`src/rtl/usart_pkg.sv`:
```
// Shared constants for the serial port control and baud generator.
// Assumes a single system clock; register offsets are byte addresses on AXI4-Lite.
package usart_pkg;
  localparam int          AXI_AW        = 32;
  localparam logic [31:0] TX_CTL_OFS    = 32'h0000_0000;
  localparam logic [31:0] RX_CTL_OFS    = 32'h0000_0004;
  localparam logic [31:0] DIVISOR_OFS   = 32'h0000_0008;
  localparam logic [31:0] TX_DATA_OFS   = 32'h0000_000C;
  localparam logic [31:0] RX_DATA_OFS   = 32'h0000_0010;
  localparam logic [31:0] STATUS_OFS    = 32'h0000_0014;
  // Transmit control/status fields
  localparam int TX_CLOCK_SOURCE_SELECT_BIT  = 7;
  localparam int TX_NINE_BIT  = 6;
  localparam int TX_EN_BIT    = 5;
  localparam int TX_SYNC_BIT  = 4;
  localparam int TX_HIGH_SPEED_DIVISOR_SELECT_BIT  = 2;
  localparam int TX_SHIFT_REGISTER_EMPTY_BIT  = 1;
  localparam int TX_D9_BIT    = 0;
  // Receive control/status fields
  localparam int RX_SERIAL_PORT_ENABLE_BIT  = 7;
  localparam int RX_NINE_BIT  = 6;
  localparam int RX_SINGLE_RECEIVE_ENABLE_BIT  = 5;
  localparam int RX_CONTINUOUS_RECEIVE_ENABLE_BIT  = 4;
  localparam int RX_ADDRESS_DETECT_ENABLE_BIT = 3;
  localparam int RX_FRAMING_ERROR_FLAG_BIT  = 2;
  localparam int RX_OVERRUN_ERROR_FLAG_BIT  = 1;
  localparam int RX_D9_BIT    = 0;
  // Status register fields
  localparam int ST_RXFULL_BIT = 0;
  localparam int ST_TXHOLD_BIT = 1;
  // Reset values
  localparam logic [7:0] TX_CTL_RST  = 8'h02;
  localparam logic [7:0] RX_CTL_RST  = 8'h00;
  localparam logic [7:0] DIVISOR_RST = 8'h00;
  // Timing: 16 samples per asynchronous bit, divisor 64 = 16 * 4, 16 = 16 * 1, 4 = 2 half periods * 2
  localparam logic [3:0] OVERSAMPLE_LAST = 4'hF;
  localparam logic [1:0] LOW_PRESCALE_LAST = 2'h3;
  localparam logic [3:0] VOTE_FIRST = 4'h7;
  localparam logic [3:0] VOTE_LAST  = 4'h9;
  localparam logic [1:0] RESP_OKAY   = 2'b00;
  localparam logic [1:0] RESP_SLVERR = 2'b10;
  typedef enum logic [1:0] {LINE_IDLE, LINE_START, LINE_DATA, LINE_STOP} line_e;
endpackage : usart_pkg

```
`src/rtl/usart_control_and_baud_generator.sv`:
```
// Serial port control, status and baud generation with async and sync engines.
// Assumes an AXI4-Lite master on clk and pins that are outside the clock domain.
module usart_control_and_baud_generator (
  input  wire logic                       clk,
  input  wire logic                       rstn,
  input  wire logic                       ce,
  input  wire logic [usart_pkg::AXI_AW-1:0] awaddr,
  input  wire logic                       awvalid,
  output logic                            awready,
  input  wire logic [31:0]                wdata,
  input  wire logic [3:0]                 wstrb,
  input  wire logic                       wvalid,
  output logic                            wready,
  output logic [1:0]                      bresp,
  output logic                            bvalid,
  input  wire logic                       bready,
  input  wire logic [usart_pkg::AXI_AW-1:0] araddr,
  input  wire logic                       arvalid,
  output logic                            arready,
  output logic [31:0]                     rdata,
  output logic [1:0]                      rresp,
  output logic                            rvalid,
  input  wire logic                       rready,
  input  wire logic                       txPinI,
  output logic                            txPinO,
  output logic                            txPinOe,
  input  wire logic                       rxPinI,
  output logic                            rxPinO,
  output logic                            rxPinOe
);
  logic        clock_source_select_r, tx9_r, transmitter_enable_r, sync_r, high_speed_divisor_select_r, ninth_transmit_bit_r;
  logic        serial_port_enable_r, rx9_r, single_receive_enable_r, continuous_receive_enable_r, address_detect_enable_r, framing_error_flag_r, overrun_error_flag_r, ninth_receive_bit_r;
  logic [7:0]  divisor_r, txHold_r, rxBuf_r;
  logic        txHoldFull_r, rxFull_r;
  logic        awHeld_r, wHeld_r, bvalid_r, rvalid_r;
  logic [31:0] awAddr_r, wData_r, rdata_r;
  logic [3:0]  wStrb_r;
  logic [1:0]  bresp_r, rresp_r, preCnt_r;
  logic        txS1_r, txS2_r, txPrev_r, rxS1_r, rxS2_r;
  logic        tick, sampleTick, wrEn, wrByte, divWrite, rdFire, rdPop;
  usart_pkg::line_e txState_r, rxState_r;
  logic [3:0]  txSub_r, txBit_r, rxSub_r, rxBit_r, syncBit_r;
  logic [8:0]  txShift_r, rxShift_r, syncShift_r;
  logic        txLine_r, sclk_r, syncBusy_r, syncIsRx_r, syncData_r;
  logic [2:0]  vote_r;
  logic        voted, asyncDone, syncDone, accept, rxLoad, srenSwSet, crenSwClr;
  logic        asyncTxEn, asyncRxEn, syncRxEn, syncTxEn, sRise, sFall, txLoad;
  logic [3:0]  txLast, rxLast;

  // AXI4-Lite write side: address and data taken in either order
  assign awready  = ce && !awHeld_r && !bvalid_r;
  assign wready   = ce && !wHeld_r && !bvalid_r;
  assign wrEn     = ce && awHeld_r && wHeld_r && !bvalid_r;
  assign wrByte   = wrEn && wStrb_r[0];
  assign divWrite = wrByte && awAddr_r == usart_pkg::DIVISOR_OFS;
  assign bvalid   = bvalid_r;
  assign bresp    = bresp_r;
  assign arready  = ce && !rvalid_r;
  assign rdFire   = arvalid && arready;
  assign rdPop    = rdFire && araddr == usart_pkg::RX_DATA_OFS;
  assign rvalid   = rvalid_r;
  assign rdata    = rdata_r;
  assign rresp    = rresp_r;

  function automatic logic mapped(input logic [31:0] a);
    mapped = a == usart_pkg::TX_CTL_OFS || a == usart_pkg::RX_CTL_OFS || a == usart_pkg::DIVISOR_OFS ||
             a == usart_pkg::TX_DATA_OFS || a == usart_pkg::RX_DATA_OFS || a == usart_pkg::STATUS_OFS;
  endfunction : mapped

  always_ff @(posedge clk or negedge rstn) begin
    if (!rstn) begin
      awHeld_r <= 1'b0;
      wHeld_r  <= 1'b0;
      bvalid_r <= 1'b0;
      awAddr_r <= 32'h0000_0000;
      wData_r  <= 32'h0000_0000;
      wStrb_r  <= 4'h0;
      bresp_r  <= usart_pkg::RESP_OKAY;
    end else if (ce) begin
      if (awvalid && awready) begin
        awHeld_r <= 1'b1;
        awAddr_r <= awaddr;
      end
      if (wvalid && wready) begin
        wHeld_r <= 1'b1;
        wData_r <= wdata;
        wStrb_r <= wstrb;
      end
      if (wrEn) begin
        awHeld_r <= 1'b0;
        wHeld_r  <= 1'b0;
        bvalid_r <= 1'b1;
        bresp_r  <= mapped(awAddr_r) ? usart_pkg::RESP_OKAY : usart_pkg::RESP_SLVERR;
      end else if (bvalid_r && bready) begin
        bvalid_r <= 1'b0;
      end
    end
  end

  // Read side; a read of receive data frees the buffer
  always_ff @(posedge clk or negedge rstn) begin
    if (!rstn) begin
      rvalid_r <= 1'b0;
      rdata_r  <= 32'h0000_0000;
      rresp_r  <= usart_pkg::RESP_OKAY;
    end else if (ce) begin
      if (rdFire) begin
        rvalid_r <= 1'b1;
        rresp_r  <= mapped(araddr) ? usart_pkg::RESP_OKAY : usart_pkg::RESP_SLVERR;
        case (araddr)
          usart_pkg::TX_CTL_OFS:  rdata_r <= {24'h000000, clock_source_select_r, tx9_r, transmitter_enable_r, sync_r, 1'b0, high_speed_divisor_select_r,
                                              !txLoad && txState_r == usart_pkg::LINE_IDLE &&
                                              !(syncBusy_r && !syncIsRx_r), ninth_transmit_bit_r};
          usart_pkg::RX_CTL_OFS:  rdata_r <= {24'h000000, serial_port_enable_r, rx9_r, single_receive_enable_r, continuous_receive_enable_r, address_detect_enable_r, framing_error_flag_r,
                                              overrun_error_flag_r, ninth_receive_bit_r};
          usart_pkg::DIVISOR_OFS: rdata_r <= {24'h000000, divisor_r};
          usart_pkg::RX_DATA_OFS: rdata_r <= {24'h000000, rxBuf_r};
          usart_pkg::STATUS_OFS:  rdata_r <= {30'h00000000, !txHoldFull_r, rxFull_r};
          default:                rdata_r <= 32'h0000_0000;
        endcase
      end else if (rvalid_r && rready) begin
        rvalid_r <= 1'b0;
      end
    end
  end

  // Control registers; hardware clear of single receive loses to a software set
  assign srenSwSet = wrByte && awAddr_r == usart_pkg::RX_CTL_OFS && wData_r[usart_pkg::RX_SINGLE_RECEIVE_ENABLE_BIT];
  assign crenSwClr = wrByte && awAddr_r == usart_pkg::RX_CTL_OFS && !wData_r[usart_pkg::RX_CONTINUOUS_RECEIVE_ENABLE_BIT];
  always_ff @(posedge clk or negedge rstn) begin
    if (!rstn) begin
      {clock_source_select_r, tx9_r, transmitter_enable_r, sync_r} <= usart_pkg::TX_CTL_RST[7:4];
      {high_speed_divisor_select_r, ninth_transmit_bit_r}                <= {usart_pkg::TX_CTL_RST[2], usart_pkg::TX_CTL_RST[0]};
      {serial_port_enable_r, rx9_r, single_receive_enable_r, continuous_receive_enable_r, address_detect_enable_r} <= usart_pkg::RX_CTL_RST[7:3];
      divisor_r <= usart_pkg::DIVISOR_RST;
    end else if (ce) begin
      if (wrByte && awAddr_r == usart_pkg::TX_CTL_OFS) begin
        clock_source_select_r <= wData_r[usart_pkg::TX_CLOCK_SOURCE_SELECT_BIT];
        tx9_r  <= wData_r[usart_pkg::TX_NINE_BIT];
        transmitter_enable_r <= wData_r[usart_pkg::TX_EN_BIT];
        sync_r <= wData_r[usart_pkg::TX_SYNC_BIT];
        high_speed_divisor_select_r <= wData_r[usart_pkg::TX_HIGH_SPEED_DIVISOR_SELECT_BIT];
        ninth_transmit_bit_r <= wData_r[usart_pkg::TX_D9_BIT];
      end
      if (wrByte && awAddr_r == usart_pkg::RX_CTL_OFS) begin
        serial_port_enable_r  <= wData_r[usart_pkg::RX_SERIAL_PORT_ENABLE_BIT];
        rx9_r   <= wData_r[usart_pkg::RX_NINE_BIT];
        single_receive_enable_r  <= wData_r[usart_pkg::RX_SINGLE_RECEIVE_ENABLE_BIT];
        continuous_receive_enable_r  <= wData_r[usart_pkg::RX_CONTINUOUS_RECEIVE_ENABLE_BIT];
        address_detect_enable_r <= wData_r[usart_pkg::RX_ADDRESS_DETECT_ENABLE_BIT];
      end else if (syncDone && syncIsRx_r && clock_source_select_r) begin
        single_receive_enable_r <= 1'b0;
      end
      if (divWrite) begin
        divisor_r <= wData_r[7:0];
      end
    end
  end

  // Baud timer and prescaler
  baud_divider_timer #(.W(8)) baudTimer (
    .clk     (clk),
    .rstn    (rstn),
    .ce      (ce),
    .divisor (divisor_r),
    .restart (divWrite),
    .tick    (tick)
  );
  always_ff @(posedge clk or negedge rstn) begin
    if (!rstn) begin
      preCnt_r <= 2'b00;
    end else if (ce) begin
      if (divWrite) begin
        preCnt_r <= 2'b00;
      end else if (tick) begin
        preCnt_r <= preCnt_r + 2'b01;
      end
    end
  end
  // Async sample tick is 1/16 bit; sync tick is a half clock period
  assign sampleTick = tick && (sync_r ? preCnt_r[0] : (high_speed_divisor_select_r || preCnt_r == usart_pkg::LOW_PRESCALE_LAST));

  // Pin synchronisers; the first stage feeds only the second
  always_ff @(posedge clk or negedge rstn) begin
    if (!rstn) begin
      {txS1_r, txS2_r, txPrev_r, rxS1_r, rxS2_r} <= 5'b11111;
    end else if (ce) begin
      txS1_r   <= txPinI;
      txS2_r   <= txS1_r;
      txPrev_r <= txS2_r;
      rxS1_r   <= rxPinI;
      rxS2_r   <= rxS1_r;
    end
  end

  // Mode decode
  assign asyncTxEn = serial_port_enable_r && !sync_r && transmitter_enable_r;
  assign asyncRxEn = serial_port_enable_r && !sync_r && continuous_receive_enable_r;
  assign syncRxEn  = serial_port_enable_r && sync_r && (continuous_receive_enable_r || (single_receive_enable_r && clock_source_select_r));
  assign syncTxEn  = serial_port_enable_r && sync_r && transmitter_enable_r && !syncRxEn;
  assign txLast    = tx9_r ? 4'h8 : 4'h7;
  assign rxLast    = rx9_r ? 4'h8 : 4'h7;
  assign txLoad    = asyncTxEn && txHoldFull_r && txState_r == usart_pkg::LINE_IDLE;

  // Hold register: a software write wins over the load that empties it
  always_ff @(posedge clk or negedge rstn) begin
    if (!rstn) begin
      txHold_r     <= 8'h00;
      txHoldFull_r <= 1'b0;
    end else if (ce) begin
      if (wrByte && awAddr_r == usart_pkg::TX_DATA_OFS) begin
        txHold_r     <= wData_r[7:0];
        txHoldFull_r <= 1'b1;
      end else if (txLoad || (syncTxEn && !syncBusy_r && txHoldFull_r)) begin
        txHoldFull_r <= 1'b0;
      end
    end
  end

  // Asynchronous transmitter
  always_ff @(posedge clk or negedge rstn) begin
    if (!rstn) begin
      txState_r <= usart_pkg::LINE_IDLE;
      txSub_r   <= 4'h0;
      txBit_r   <= 4'h0;
      txShift_r <= 9'h000;
      txLine_r  <= 1'b1;
    end else if (ce) begin
      if (!asyncTxEn && txState_r != usart_pkg::LINE_IDLE) begin
        txState_r <= usart_pkg::LINE_IDLE;
        txLine_r  <= 1'b1;
      end else if (txLoad) begin
        txState_r <= usart_pkg::LINE_START;
        txShift_r <= {ninth_transmit_bit_r, txHold_r};
        txSub_r   <= 4'h0;
        txLine_r  <= 1'b0;
      end else if (sampleTick && txState_r != usart_pkg::LINE_IDLE) begin
        txSub_r <= txSub_r + 4'h1;
        if (txSub_r == usart_pkg::OVERSAMPLE_LAST) begin
          case (txState_r)
            usart_pkg::LINE_START: begin
              txState_r <= usart_pkg::LINE_DATA;
              txBit_r   <= 4'h0;
              txLine_r  <= txShift_r[0];
            end
            usart_pkg::LINE_DATA: begin
              txBit_r  <= txBit_r + 4'h1;
              txLine_r <= (txBit_r == txLast) ? 1'b1 : txShift_r[txBit_r + 4'h1];
              if (txBit_r == txLast) begin
                txState_r <= usart_pkg::LINE_STOP;
              end
            end
            default: begin
              txState_r <= usart_pkg::LINE_IDLE;
            end
          endcase
        end
      end
    end
  end

  // Asynchronous receiver with majority vote on samples 7, 8 and 9
  assign voted     = (vote_r[0] & vote_r[1]) | (vote_r[1] & vote_r[2]) | (vote_r[0] & vote_r[2]);
  assign asyncDone = sampleTick && rxState_r == usart_pkg::LINE_STOP && rxSub_r == usart_pkg::OVERSAMPLE_LAST;
  assign accept    = !(rx9_r && address_detect_enable_r) || rxShift_r[8];
  always_ff @(posedge clk or negedge rstn) begin
    if (!rstn) begin
      rxState_r <= usart_pkg::LINE_IDLE;
      rxSub_r   <= 4'h0;
      rxBit_r   <= 4'h0;
      rxShift_r <= 9'h000;
      vote_r    <= 3'b111;
    end else if (ce) begin
      if (!asyncRxEn) begin
        rxState_r <= usart_pkg::LINE_IDLE;
      end else if (rxState_r == usart_pkg::LINE_IDLE) begin
        if (!rxS2_r) begin
          rxState_r <= usart_pkg::LINE_START;
          rxSub_r   <= 4'h0;
          rxShift_r <= 9'h000;
        end
      end else if (sampleTick) begin
        rxSub_r <= rxSub_r + 4'h1;
        if (rxSub_r >= usart_pkg::VOTE_FIRST && rxSub_r <= usart_pkg::VOTE_LAST) begin
          vote_r <= {vote_r[1:0], rxS2_r};
        end
        if (rxSub_r == usart_pkg::OVERSAMPLE_LAST) begin
          case (rxState_r)
            usart_pkg::LINE_START: begin
              rxState_r <= voted ? usart_pkg::LINE_IDLE : usart_pkg::LINE_DATA; // False start is dropped
              rxBit_r   <= 4'h0;
            end
            usart_pkg::LINE_DATA: begin
              rxShift_r[rxBit_r] <= voted;
              rxBit_r            <= rxBit_r + 4'h1;
              if (rxBit_r == rxLast) begin
                rxState_r <= usart_pkg::LINE_STOP;
              end
            end
            default: begin
              rxState_r <= usart_pkg::LINE_IDLE;
            end
          endcase
        end
      end
    end
  end

  // Synchronous engine: data set on falling clock edge, sampled on rising edge
  assign sRise    = clock_source_select_r ? (sampleTick && syncBusy_r && !sclk_r) : (txS2_r && !txPrev_r);
  assign sFall    = clock_source_select_r ? (sampleTick && syncBusy_r && sclk_r) : (!txS2_r && txPrev_r);
  assign syncDone = syncBusy_r && sFall && syncBit_r == (syncIsRx_r ? rxLast : txLast);
  always_ff @(posedge clk or negedge rstn) begin
    if (!rstn) begin
      syncBusy_r  <= 1'b0;
      syncIsRx_r  <= 1'b0;
      syncBit_r   <= 4'h0;
      syncShift_r <= 9'h000;
      syncData_r  <= 1'b1;
      sclk_r      <= 1'b0;
    end else if (ce) begin
      if (!syncBusy_r) begin
        sclk_r <= 1'b0;
        if (syncRxEn || (syncTxEn && txHoldFull_r)) begin
          syncBusy_r  <= 1'b1;
          syncIsRx_r  <= syncRxEn;
          syncBit_r   <= 4'h0;
          syncShift_r <= {ninth_transmit_bit_r, txHold_r};
          syncData_r  <= txHold_r[0];
        end
      end else if (!(syncIsRx_r ? syncRxEn : syncTxEn)) begin
        syncBusy_r <= 1'b0;
      end else begin
        if (clock_source_select_r && sampleTick) begin
          sclk_r <= !sclk_r;
        end
        if (sRise && syncIsRx_r) begin
          syncShift_r[syncBit_r] <= rxS2_r;
        end
        if (sFall) begin
          syncBit_r  <= syncBit_r + 4'h1;
          syncData_r <= syncShift_r[syncBit_r + 4'h1];
          if (syncDone) begin
            syncBusy_r <= syncIsRx_r && continuous_receive_enable_r;
            syncBit_r  <= 4'h0;
            // Past the last bit the shift index reaches bit 8, or runs off the end in 9-bit mode; rest the line high
            syncData_r <= 1'b1;
          end
        end
      end
    end
  end

  // Receive buffer and error flags; overrun set wins over the clear
  assign rxLoad = (asyncDone && accept) || (syncDone && syncIsRx_r);
  always_ff @(posedge clk or negedge rstn) begin
    if (!rstn) begin
      rxBuf_r  <= 8'h00;
      rxFull_r <= 1'b0;
      framing_error_flag_r   <= usart_pkg::RX_CTL_RST[usart_pkg::RX_FRAMING_ERROR_FLAG_BIT];
      overrun_error_flag_r   <= usart_pkg::RX_CTL_RST[usart_pkg::RX_OVERRUN_ERROR_FLAG_BIT];
      ninth_receive_bit_r   <= usart_pkg::RX_CTL_RST[usart_pkg::RX_D9_BIT];
    end else if (ce) begin
      if (rxLoad && rxFull_r) begin
        overrun_error_flag_r <= 1'b1;
      end else if (crenSwClr) begin
        overrun_error_flag_r <= 1'b0;
      end
      if (rxLoad && !rxFull_r) begin
        rxBuf_r  <= asyncDone ? rxShift_r[7:0] : syncShift_r[7:0];
        ninth_receive_bit_r   <= asyncDone ? rxShift_r[8] : syncShift_r[8];
        framing_error_flag_r   <= asyncDone && !voted;
        rxFull_r <= 1'b1;
      end else if (rdPop) begin
        rxFull_r <= 1'b0;
      end
    end
  end

  // Pins stay released until the port is enabled
  assign txPinO  = sync_r ? sclk_r : txLine_r;
  assign txPinOe = serial_port_enable_r && (!sync_r || clock_source_select_r);
  assign rxPinO  = syncData_r;
  assign rxPinOe = serial_port_enable_r && sync_r && syncBusy_r && !syncIsRx_r;
endmodule : usart_control_and_baud_generator

```
`src/rtl/baud_divider_timer.sv`:
```
// Free-running divisor timer producing one tick every (divisor + 1) clocks.
// Assumes restart comes from a register write on the same clock.
module baud_divider_timer #(
  parameter int W = 8
) (
  input  wire logic         clk,
  input  wire logic         rstn,
  input  wire logic         ce,
  input  wire logic [W-1:0] divisor,
  input  wire logic         restart,
  output logic              tick
);
  logic [W-1:0] count_r;

  assign tick = ce && !restart && (count_r == divisor);

  // Restart drops the old period at once
  always_ff @(posedge clk or negedge rstn) begin
    if (!rstn) begin
      count_r <= '0;
    end else if (ce) begin
      if (restart || count_r == divisor) begin
        count_r <= '0;
      end else begin
        count_r <= count_r + 1'b1;
      end
    end
  end
endmodule : baud_divider_timer

```
`config.mk`:
```
export PLATFORM = sky130hd
export DESIGN_NAME = usart_control_and_baud_generator
export DESIGN_NICKNAME = d
export VERILOG_FILES = /design/src/rtl/usart_pkg.sv /design/src/rtl/usart_control_and_baud_generator.sv /design/src/rtl/baud_divider_timer.sv
export SDC_FILE = /design/constraint.sdc
export NUM_CORES = 1
export LEC_CHECK = 0
export BUFFER_PORTS_ARGS = -buffer_cell sky130_fd_sc_hd__buf_4
export CORE_MARGIN = 10
export CORE_UTILIZATION = 47
export DETAILED_ROUTE_END_ITERATION = 8
export PLACE_DENSITY_LB_ADDON = 0.15
export SYNTH_ARGS = -nofsm -noshare
export SYNTH_HDL_FRONTEND = slang
export SYNTH_HIERARCHICAL = 1
export SYNTH_SLANG_ARGS = --single-unit
```
`constraint.sdc`:
```
create_clock -name clk -period 3.15 [get_ports clk]
set_input_delay 0.63 -clock clk [delete_from_list [all_inputs] [get_ports clk]]
set_output_delay 0.63 -clock clk [all_outputs]
set_load 0.03 [all_outputs]
```
# Yosys cells after proc, flatten, opt, wreduce, memory -nomap -nowiden
# Cells that the tools add are included.
# totals
elab_cells,364
inputBits,110
regBits,195
output_inout_bits,45
# classes
add_sub_neg,7
reduce_logical,160
eq_ne,32
bitwise_logic,9
muxes,96
order_cmp,8
# ops
operator,n
32-bit by 4-bit == test with 1-bit output (second input constant),4
32-bit by 5-bit == test with 1-bit output (second input constant),4
9-bit two-way mux,9
1-bit logical AND,66
32-bit by 3-bit == test with 1-bit output (second input constant),2
32-bit logical NOT,2
4-bit two-way mux,13
1-bit two-way mux,44
8-bit case mux with 5 select lines,1
2-bit AND reduction,18
2-bit nonzero test,17
2-bit two-way mux,16
4-bit by 1-bit adder with 4-bit output (second input constant),5
1-bit logical NOT,20
4-bit by 5-bit less-than comparator with 1-bit output (second input constant),4
4-bit AND reduction,5
9-bit bitwise mux,2
1-bit logical OR,18
6-bit AND reduction,3
8-bit two-way mux,2
4-bit case mux with 2 select lines,2
4-bit == test,3
3-bit AND reduction,4
5-bit AND reduction,2
other kinds (25),46

# Logic depth before layout (Yosys ltp)
# logic_depth
depth_word,19
mapped_depth,13
depth_no_buf,10

# Modules after synthesis
# The synthesis kept the hierarchy.
# by_module_without_submodules
mod,area_each_um2,seq_area_each_um2,n_inst,cells_per_inst
usart_control_and_baud_generator,8593.2,4041.4,1,794
baud_divider_timer,536.8,200.2,1,53

# Least setup slack after synthesis
# No wires, ideal clock.
# synth_path
path_type,in2reg
startpoint,input ce
endpoint,register rxShift_r[7]
setup_ps,121
cell_stages,12
n_path_buf,2
arrival_ps,2919
required_time_ps,3029
path_slack_ps,110
cell_sequence,and4b_1 buf_2 nand3_1 nor3_1 and2_1 nor4_1 clkbuf_2 inv_1 nor3_4 a31oi_1 or3_1 a22o_1
# synth_between
elab_chain_len,11
# synth_rtl
item,line,rtl
from (decl),usart_control_and_baud_generator.sv:6,"input wire logic ce,"
1-bit logical AND (3 in a row),usart_control_and_baud_generator.sv:53,assign wrEn = ce && awHeld_r && wHeld_r && !bvalid_r;
1-bit logical AND,usart_control_and_baud_generator.sv:54,assign wrByte = wrEn && wStrb_r[0];
1-bit logical AND,usart_control_and_baud_generator.sv:55,assign divWrite = wrByte && awAddr_r == usart_pkg::DIVISOR_OFS;
net divWrite,usart_control_and_baud_generator.sv:40,"logic tick, sampleTick, wrEn, wrByte, divWrite, rdFire, rdPop;"
1-bit logical NOT,baud_divider_timer.sv:15,assign tick = ce && !restart && (count_r == divisor);
1-bit logical AND (2 in a row),baud_divider_timer.sv:15,
net tick,usart_control_and_baud_generator.sv:40,
1-bit logical AND,usart_control_and_baud_generator.sv:181,assign sampleTick = tick && (sync_r ? preCnt_r[0] : (high_speed_divisor_select_r || preCnt_r == usart_pkg::LOW ...
2-bit nonzero test (no line),--,
6-bit AND reduction (no line),--,
"to (signal, indexed assignment)",usart_control_and_baud_generator.sv:294,rxShift_r[rxBit_r] <= voted;
to (decl),usart_control_and_baud_generator.sv:43,"logic [8:0] txShift_r, rxShift_r, syncShift_r;"
# The timed path passes the listed nets, and every way through them passes these cells.
# A chain may end at the register's enable or synchronous reset.

# Worst setup path in the final report
# layout_path
startpoint,register awAddr_r[19]
endpoint,register rxState_r[0]
# layout_between
elab_chain_len,8
# layout_rtl
item,line,rtl
from (decl),usart_control_and_baud_generator.sv:36,"logic [31:0] awAddr_r, wData_r, rdata_r;"
from (signal assigned),usart_control_and_baud_generator.sv:82,awAddr_r <= awaddr;
32-bit by 4-bit == test with 1-bit output,usart_control_and_baud_generator.sv:55,
1-bit logical AND,usart_control_and_baud_generator.sv:55,
net divWrite,usart_control_and_baud_generator.sv:40,
1-bit logical NOT,baud_divider_timer.sv:15,
1-bit logical AND (2 in a row),baud_divider_timer.sv:15,
net tick,usart_control_and_baud_generator.sv:40,
1-bit logical AND,usart_control_and_baud_generator.sv:181,
3-bit by 2-bit inequality test with 1-bit output (no line),--,
5-bit AND reduction (no line),--,
to (signal assigned),usart_control_and_baud_generator.sv:268,rxState_r <= usart_pkg::LINE_IDLE;
to (signal assigned),usart_control_and_baud_generator.sv:275,rxState_r <= usart_pkg::LINE_IDLE;
to (signal assigned),usart_control_and_baud_generator.sv:278,rxState_r <= usart_pkg::LINE_START;
to (decl),usart_control_and_baud_generator.sv:41,"usart_pkg::line_e txState_r, rxState_r;"
# The timed path passes the listed nets, and every way through them passes these cells.

==> out/qor.yml <==
worst_setup_path:
  setup.reg_to_reg.worst_slack_ps: 240
  worst-r2r-cell-count: 13
  critPathKind: "flip-flop to flip-flop"
  worst_r2r_endpoint: "rxState_r[0]"
  worstSetupStartpoint: "awAddr_r[19]"
  critical_path.reg2reg.startpoint: "awAddr_r[19]"
  crit_arrival_ps: 3230
  required_ps: 3470
  worst_setup_path_endpoint: "rxState_r[0]"
  cp_max_fo: 4
  worst_setup_path_end_kind: "flip-flop"
  critPathLaunchType: "flip-flop"
logic_synthesis:
  postSynth.asyncResetShare: 1.00
  yosysWarnings: 6
  synth_sequential_area_ratio: 0.465
  syn_area_sq_um: 9130
  post_synth.cell_area_avg_sq_um: 10.8
  synth_enable_flop_cells: 0
  synth_common_cells: "159 x sky130_fd_sc_hd__dfrtp_1, 108 x sky130_fd_sc_hd__mux2_2, 57 x sky130_fd_sc_hd__nand2_1, 45 x sky130_fd_sc_hd__a21oi_1, 45 x sky130_fd_sc_hd__nor2_1"
  postSynthRegisterBits: 169
  synth_cells: 847
  yosysMostFrequentCell: "sky130_fd_sc_hd__dfrtp_1"
  post-synth-top-area-cell: "sky130_fd_sc_hd__dfrtp_1"
  yosysTopAreaCellShare: 0.436
  post_synth_main_area_contributors: "sky130_fd_sc_hd__dfrtp_1 44%, sky130_fd_sc_hd__mux2_2 13%, sky130_fd_sc_hd__dfstp_2 2.9%"
  post_synthesis_cell_type_count: 85
  postSynth.topFlopCell: "sky130_fd_sc_hd__dfrtp_1"
cts:
  hold_buffers: 0
  postCtsResizedCells: 0
  tritoncts: "built"
  depth_of_the_cts_h_tree: 4
  clkSlewWorstSetupHoldPaths_ps: 70
  clk-insertion-delay-late_ps: 440
  cts_buffers: 17
  clock_tree.root_cell: "sky130_fd_sc_hd__clkbuf_16"
  cts-root-to-sink-buffers: 2
  postCtsSetupRepairBufs: 0
  cts_num_sinks: 169
sta:
  final.setup_skew_ps: 13.0
  rsz0062_at_grt: "no"
  timing.final.hold_violations: 0
  fin_crit_ps: 2910
  post-route-period-util: 0.925
  setup_total_negative_slack_ps: 0
  slew_headroom: 0.527
  timing.final.setup_violations: 0
  report.final.slew_viol_count: 0
  fmax_mhz: 343
  worst_pin_slew_ps: 709
finish:
  final_net_count: 1094
  design_area_sq_um: 10900
  area_delta_synth_final_pct: 19.3
  antennaDiodeCount: 0
  fillCellCount: 1643
  drive_above_1_share: 0.318
grt:
  grt_first_pass_wirelength_mm: 37.2
  grt.overflow.total: 0
  antenna_found_initial: 0
  first_global_vias: 6843
  globalRouteTotalUtil: 0.179
  grt_max_degree: 72
floorplan:
  chipWidth_um: 159
  top_level_ports: 155
  floorplan.die.height_um: 159
  placementRows: 50
  initial_core_utilization: 0.483
  coreArea_sq_um: 18900
  die-area_sq_um: 25400
run_status:
  run_status: "complete, no violations"
drt:
  detail_route.wl_per_cell_um: 18.5
  drt_first_pass_iters: 7
  detailed_route_wire_length_mm: 22.9
  post_detailed_route_drc_marker_count: 0
  antenna_violating_nets_post_route: 0
  num_vias: 6875
  drt-vias-per-instance: 5.56
  detail_route.iter0.violations: 453
power_and_ir_drop:
  share_seq_of_total_power: 0.469
  comb_power_share: 0.173
  internal_power_mw: 4.24
  power.density_cell_area_nw_per_um2: 561
  power.static_leakage_nw: 5.00
  power.total_mw: 6.11
  power.ir.vdd_worst_mv: 0.538
  share_clk_of_total_power: 0.358
  power.share.switching: 0.305
  power.switching_mw: 1.86
min_path:
  worst_hold_path_type: "input port to asynchronous set/reset pin"
placed_design:
  buffer_ports.inserted: 101
  dpl-instance-area_sq_um: 10300
  place_hpwl_mm: 17.0
  finalWeightedCongestion: 0.832
job:
  maxCapViolations: 0
## registers in the layout, summed over array words and instances (netlist names), 2 cells and up
signal             flops
divisor_r              8
txHold_r               8
rdata                  8
rxBit_r                4
syncBit_r              4
rxSub_r                4
wData_r                8
vote_r                 3
txBit_r                4
awAddr_r              32
baudTimer/count_r      8
syncShift_r            9
rxShift_r              9
txState_r              2
preCnt_r               2
txSub_r                4
rxState_r              2
rxBuf_r                8
txShift_r              9
## metrics by stage
stage	instances	utilization	setup slack (ps)	hold slack (ps)
after floorplan	872	-	110	334
after global placement	1204	0.543	51.5	459
after detailed placement	1204	0.543	37.5	464
after CTS	1236	0.576	251	248
after global routing	1236	0.576	14.5	272
final	1236	0.576	237	227
## cells in the final DEF, fill, tap and decap left out, drive strengths merged, types with 4 or more instances in the layout
| cell type | instances |
|---|---|
| nand2 | 57 |
| o21ai | 37 |
| nand4b | 6 |
| dfrtp | 159 |
| a21oi | 45 |
| a22o | 12 |
| or3 | 7 |
| buf | 137 |
| o31ai | 11 |
| nor2 | 45 |
| nand3 | 26 |
| ha | 21 |
| mux4 | 4 |
| mux2 | 108 |
| nor2b | 10 |
| nand4 | 19 |
| xnor2 | 13 |
| mux2i | 13 |
| clkbuf | 17 |
| nand2b | 7 |
| o2bb2ai | 4 |
| conb | 26 |
| nor3b | 5 |
| nor4 | 20 |
| clkinv | 7 |
| dfstp | 10 |
| a2bb2oi | 7 |
| and3 | 7 |
| inv | 40 |
| nor3 | 16 |
| o22ai | 4 |
| xor2 | 7 |
| and2 | 8 |
| a31oi | 7 |
| nand3b | 5 |
## power groups by stage
| stage | clock network [mW] | registers, mW | logic, mW |
|---|---|---|---|
| finish | 2.19 | 2.86 | 1.06 |
| floorplan | 0 | 2.77 | 0.825 |
| detailed placement | 0 | 2.91 | 1.07 |
| global placement | 0 | 2.90 | 1.04 |
| CTS | 2.22 | 2.87 | 1.07 |
| global route | 2.32 | 2.92 | 1.17 |
## cell type report
type / instances / area, sq um / area share
clock buffer: 17 / 425 / 0.0391
sequential: 169 / 4240 / 0.390
tap: 260 / 325 / 0.0299
multi-input combinational: 604 / 4490 / 0.412
timing repair buffer: 137 / 1080 / 0.0994
inverter: 34 / 128 / 0.0117
clock inverter: 15 / 199 / 0.0183
## worst max-delay path: stages, from the launching register on
cell	delay (ps)
sky130_fd_sc_hd__dfrtp_1	380
sky130_fd_sc_hd__nor4_1	480
sky130_fd_sc_hd__nand3_1	140
sky130_fd_sc_hd__nor3_1	250
sky130_fd_sc_hd__and2_1	220
sky130_fd_sc_hd__nor4_1	70
sky130_fd_sc_hd__buf_4	150
sky130_fd_sc_hd__inv_1	130
sky130_fd_sc_hd__nor3_4	80
sky130_fd_sc_hd__buf_4	160
sky130_fd_sc_hd__a31oi_1	220
sky130_fd_sc_hd__buf_4	150
sky130_fd_sc_hd__a2111oi_0	50
sky130_fd_sc_hd__a311o_1	330
## worst min path at each step
stage,start,end,slack (ps)
floorplan,rstn,address_detect_enable_r,330
finish,rstn,txBit_r[2],230
CTS,rstn,syncBit_r[1],250
global route,rstn,txBit_r[2],270
global placement,rdata[3],rdata[3],460
detailed placement,rxPinO,rxPinO,460
## kinds of logic (layout without fill, tap and decap cells)
group	after synthesis	in the layout	share of synthesized area
xor+xnor	20	20	0.0200
other cells	1	26	0.000411
compound gates	159	159	0.118
fa+ha+maj	22	22	0.0299
mux	125	125	0.157
simple gates	252	252	0.156
flops	169	169	0.465
buf+inv	99	203	0.0541
## layer usage
metal,track usage,part of all wire,wire [um]
met2,0.283,0.47,10800
met1,0.239,0.46,10600
met4,0.0455,0.012,278
met3,0.0473,0.056,1280
met5,0,0,0
Power figures use the tool's default switching activity.
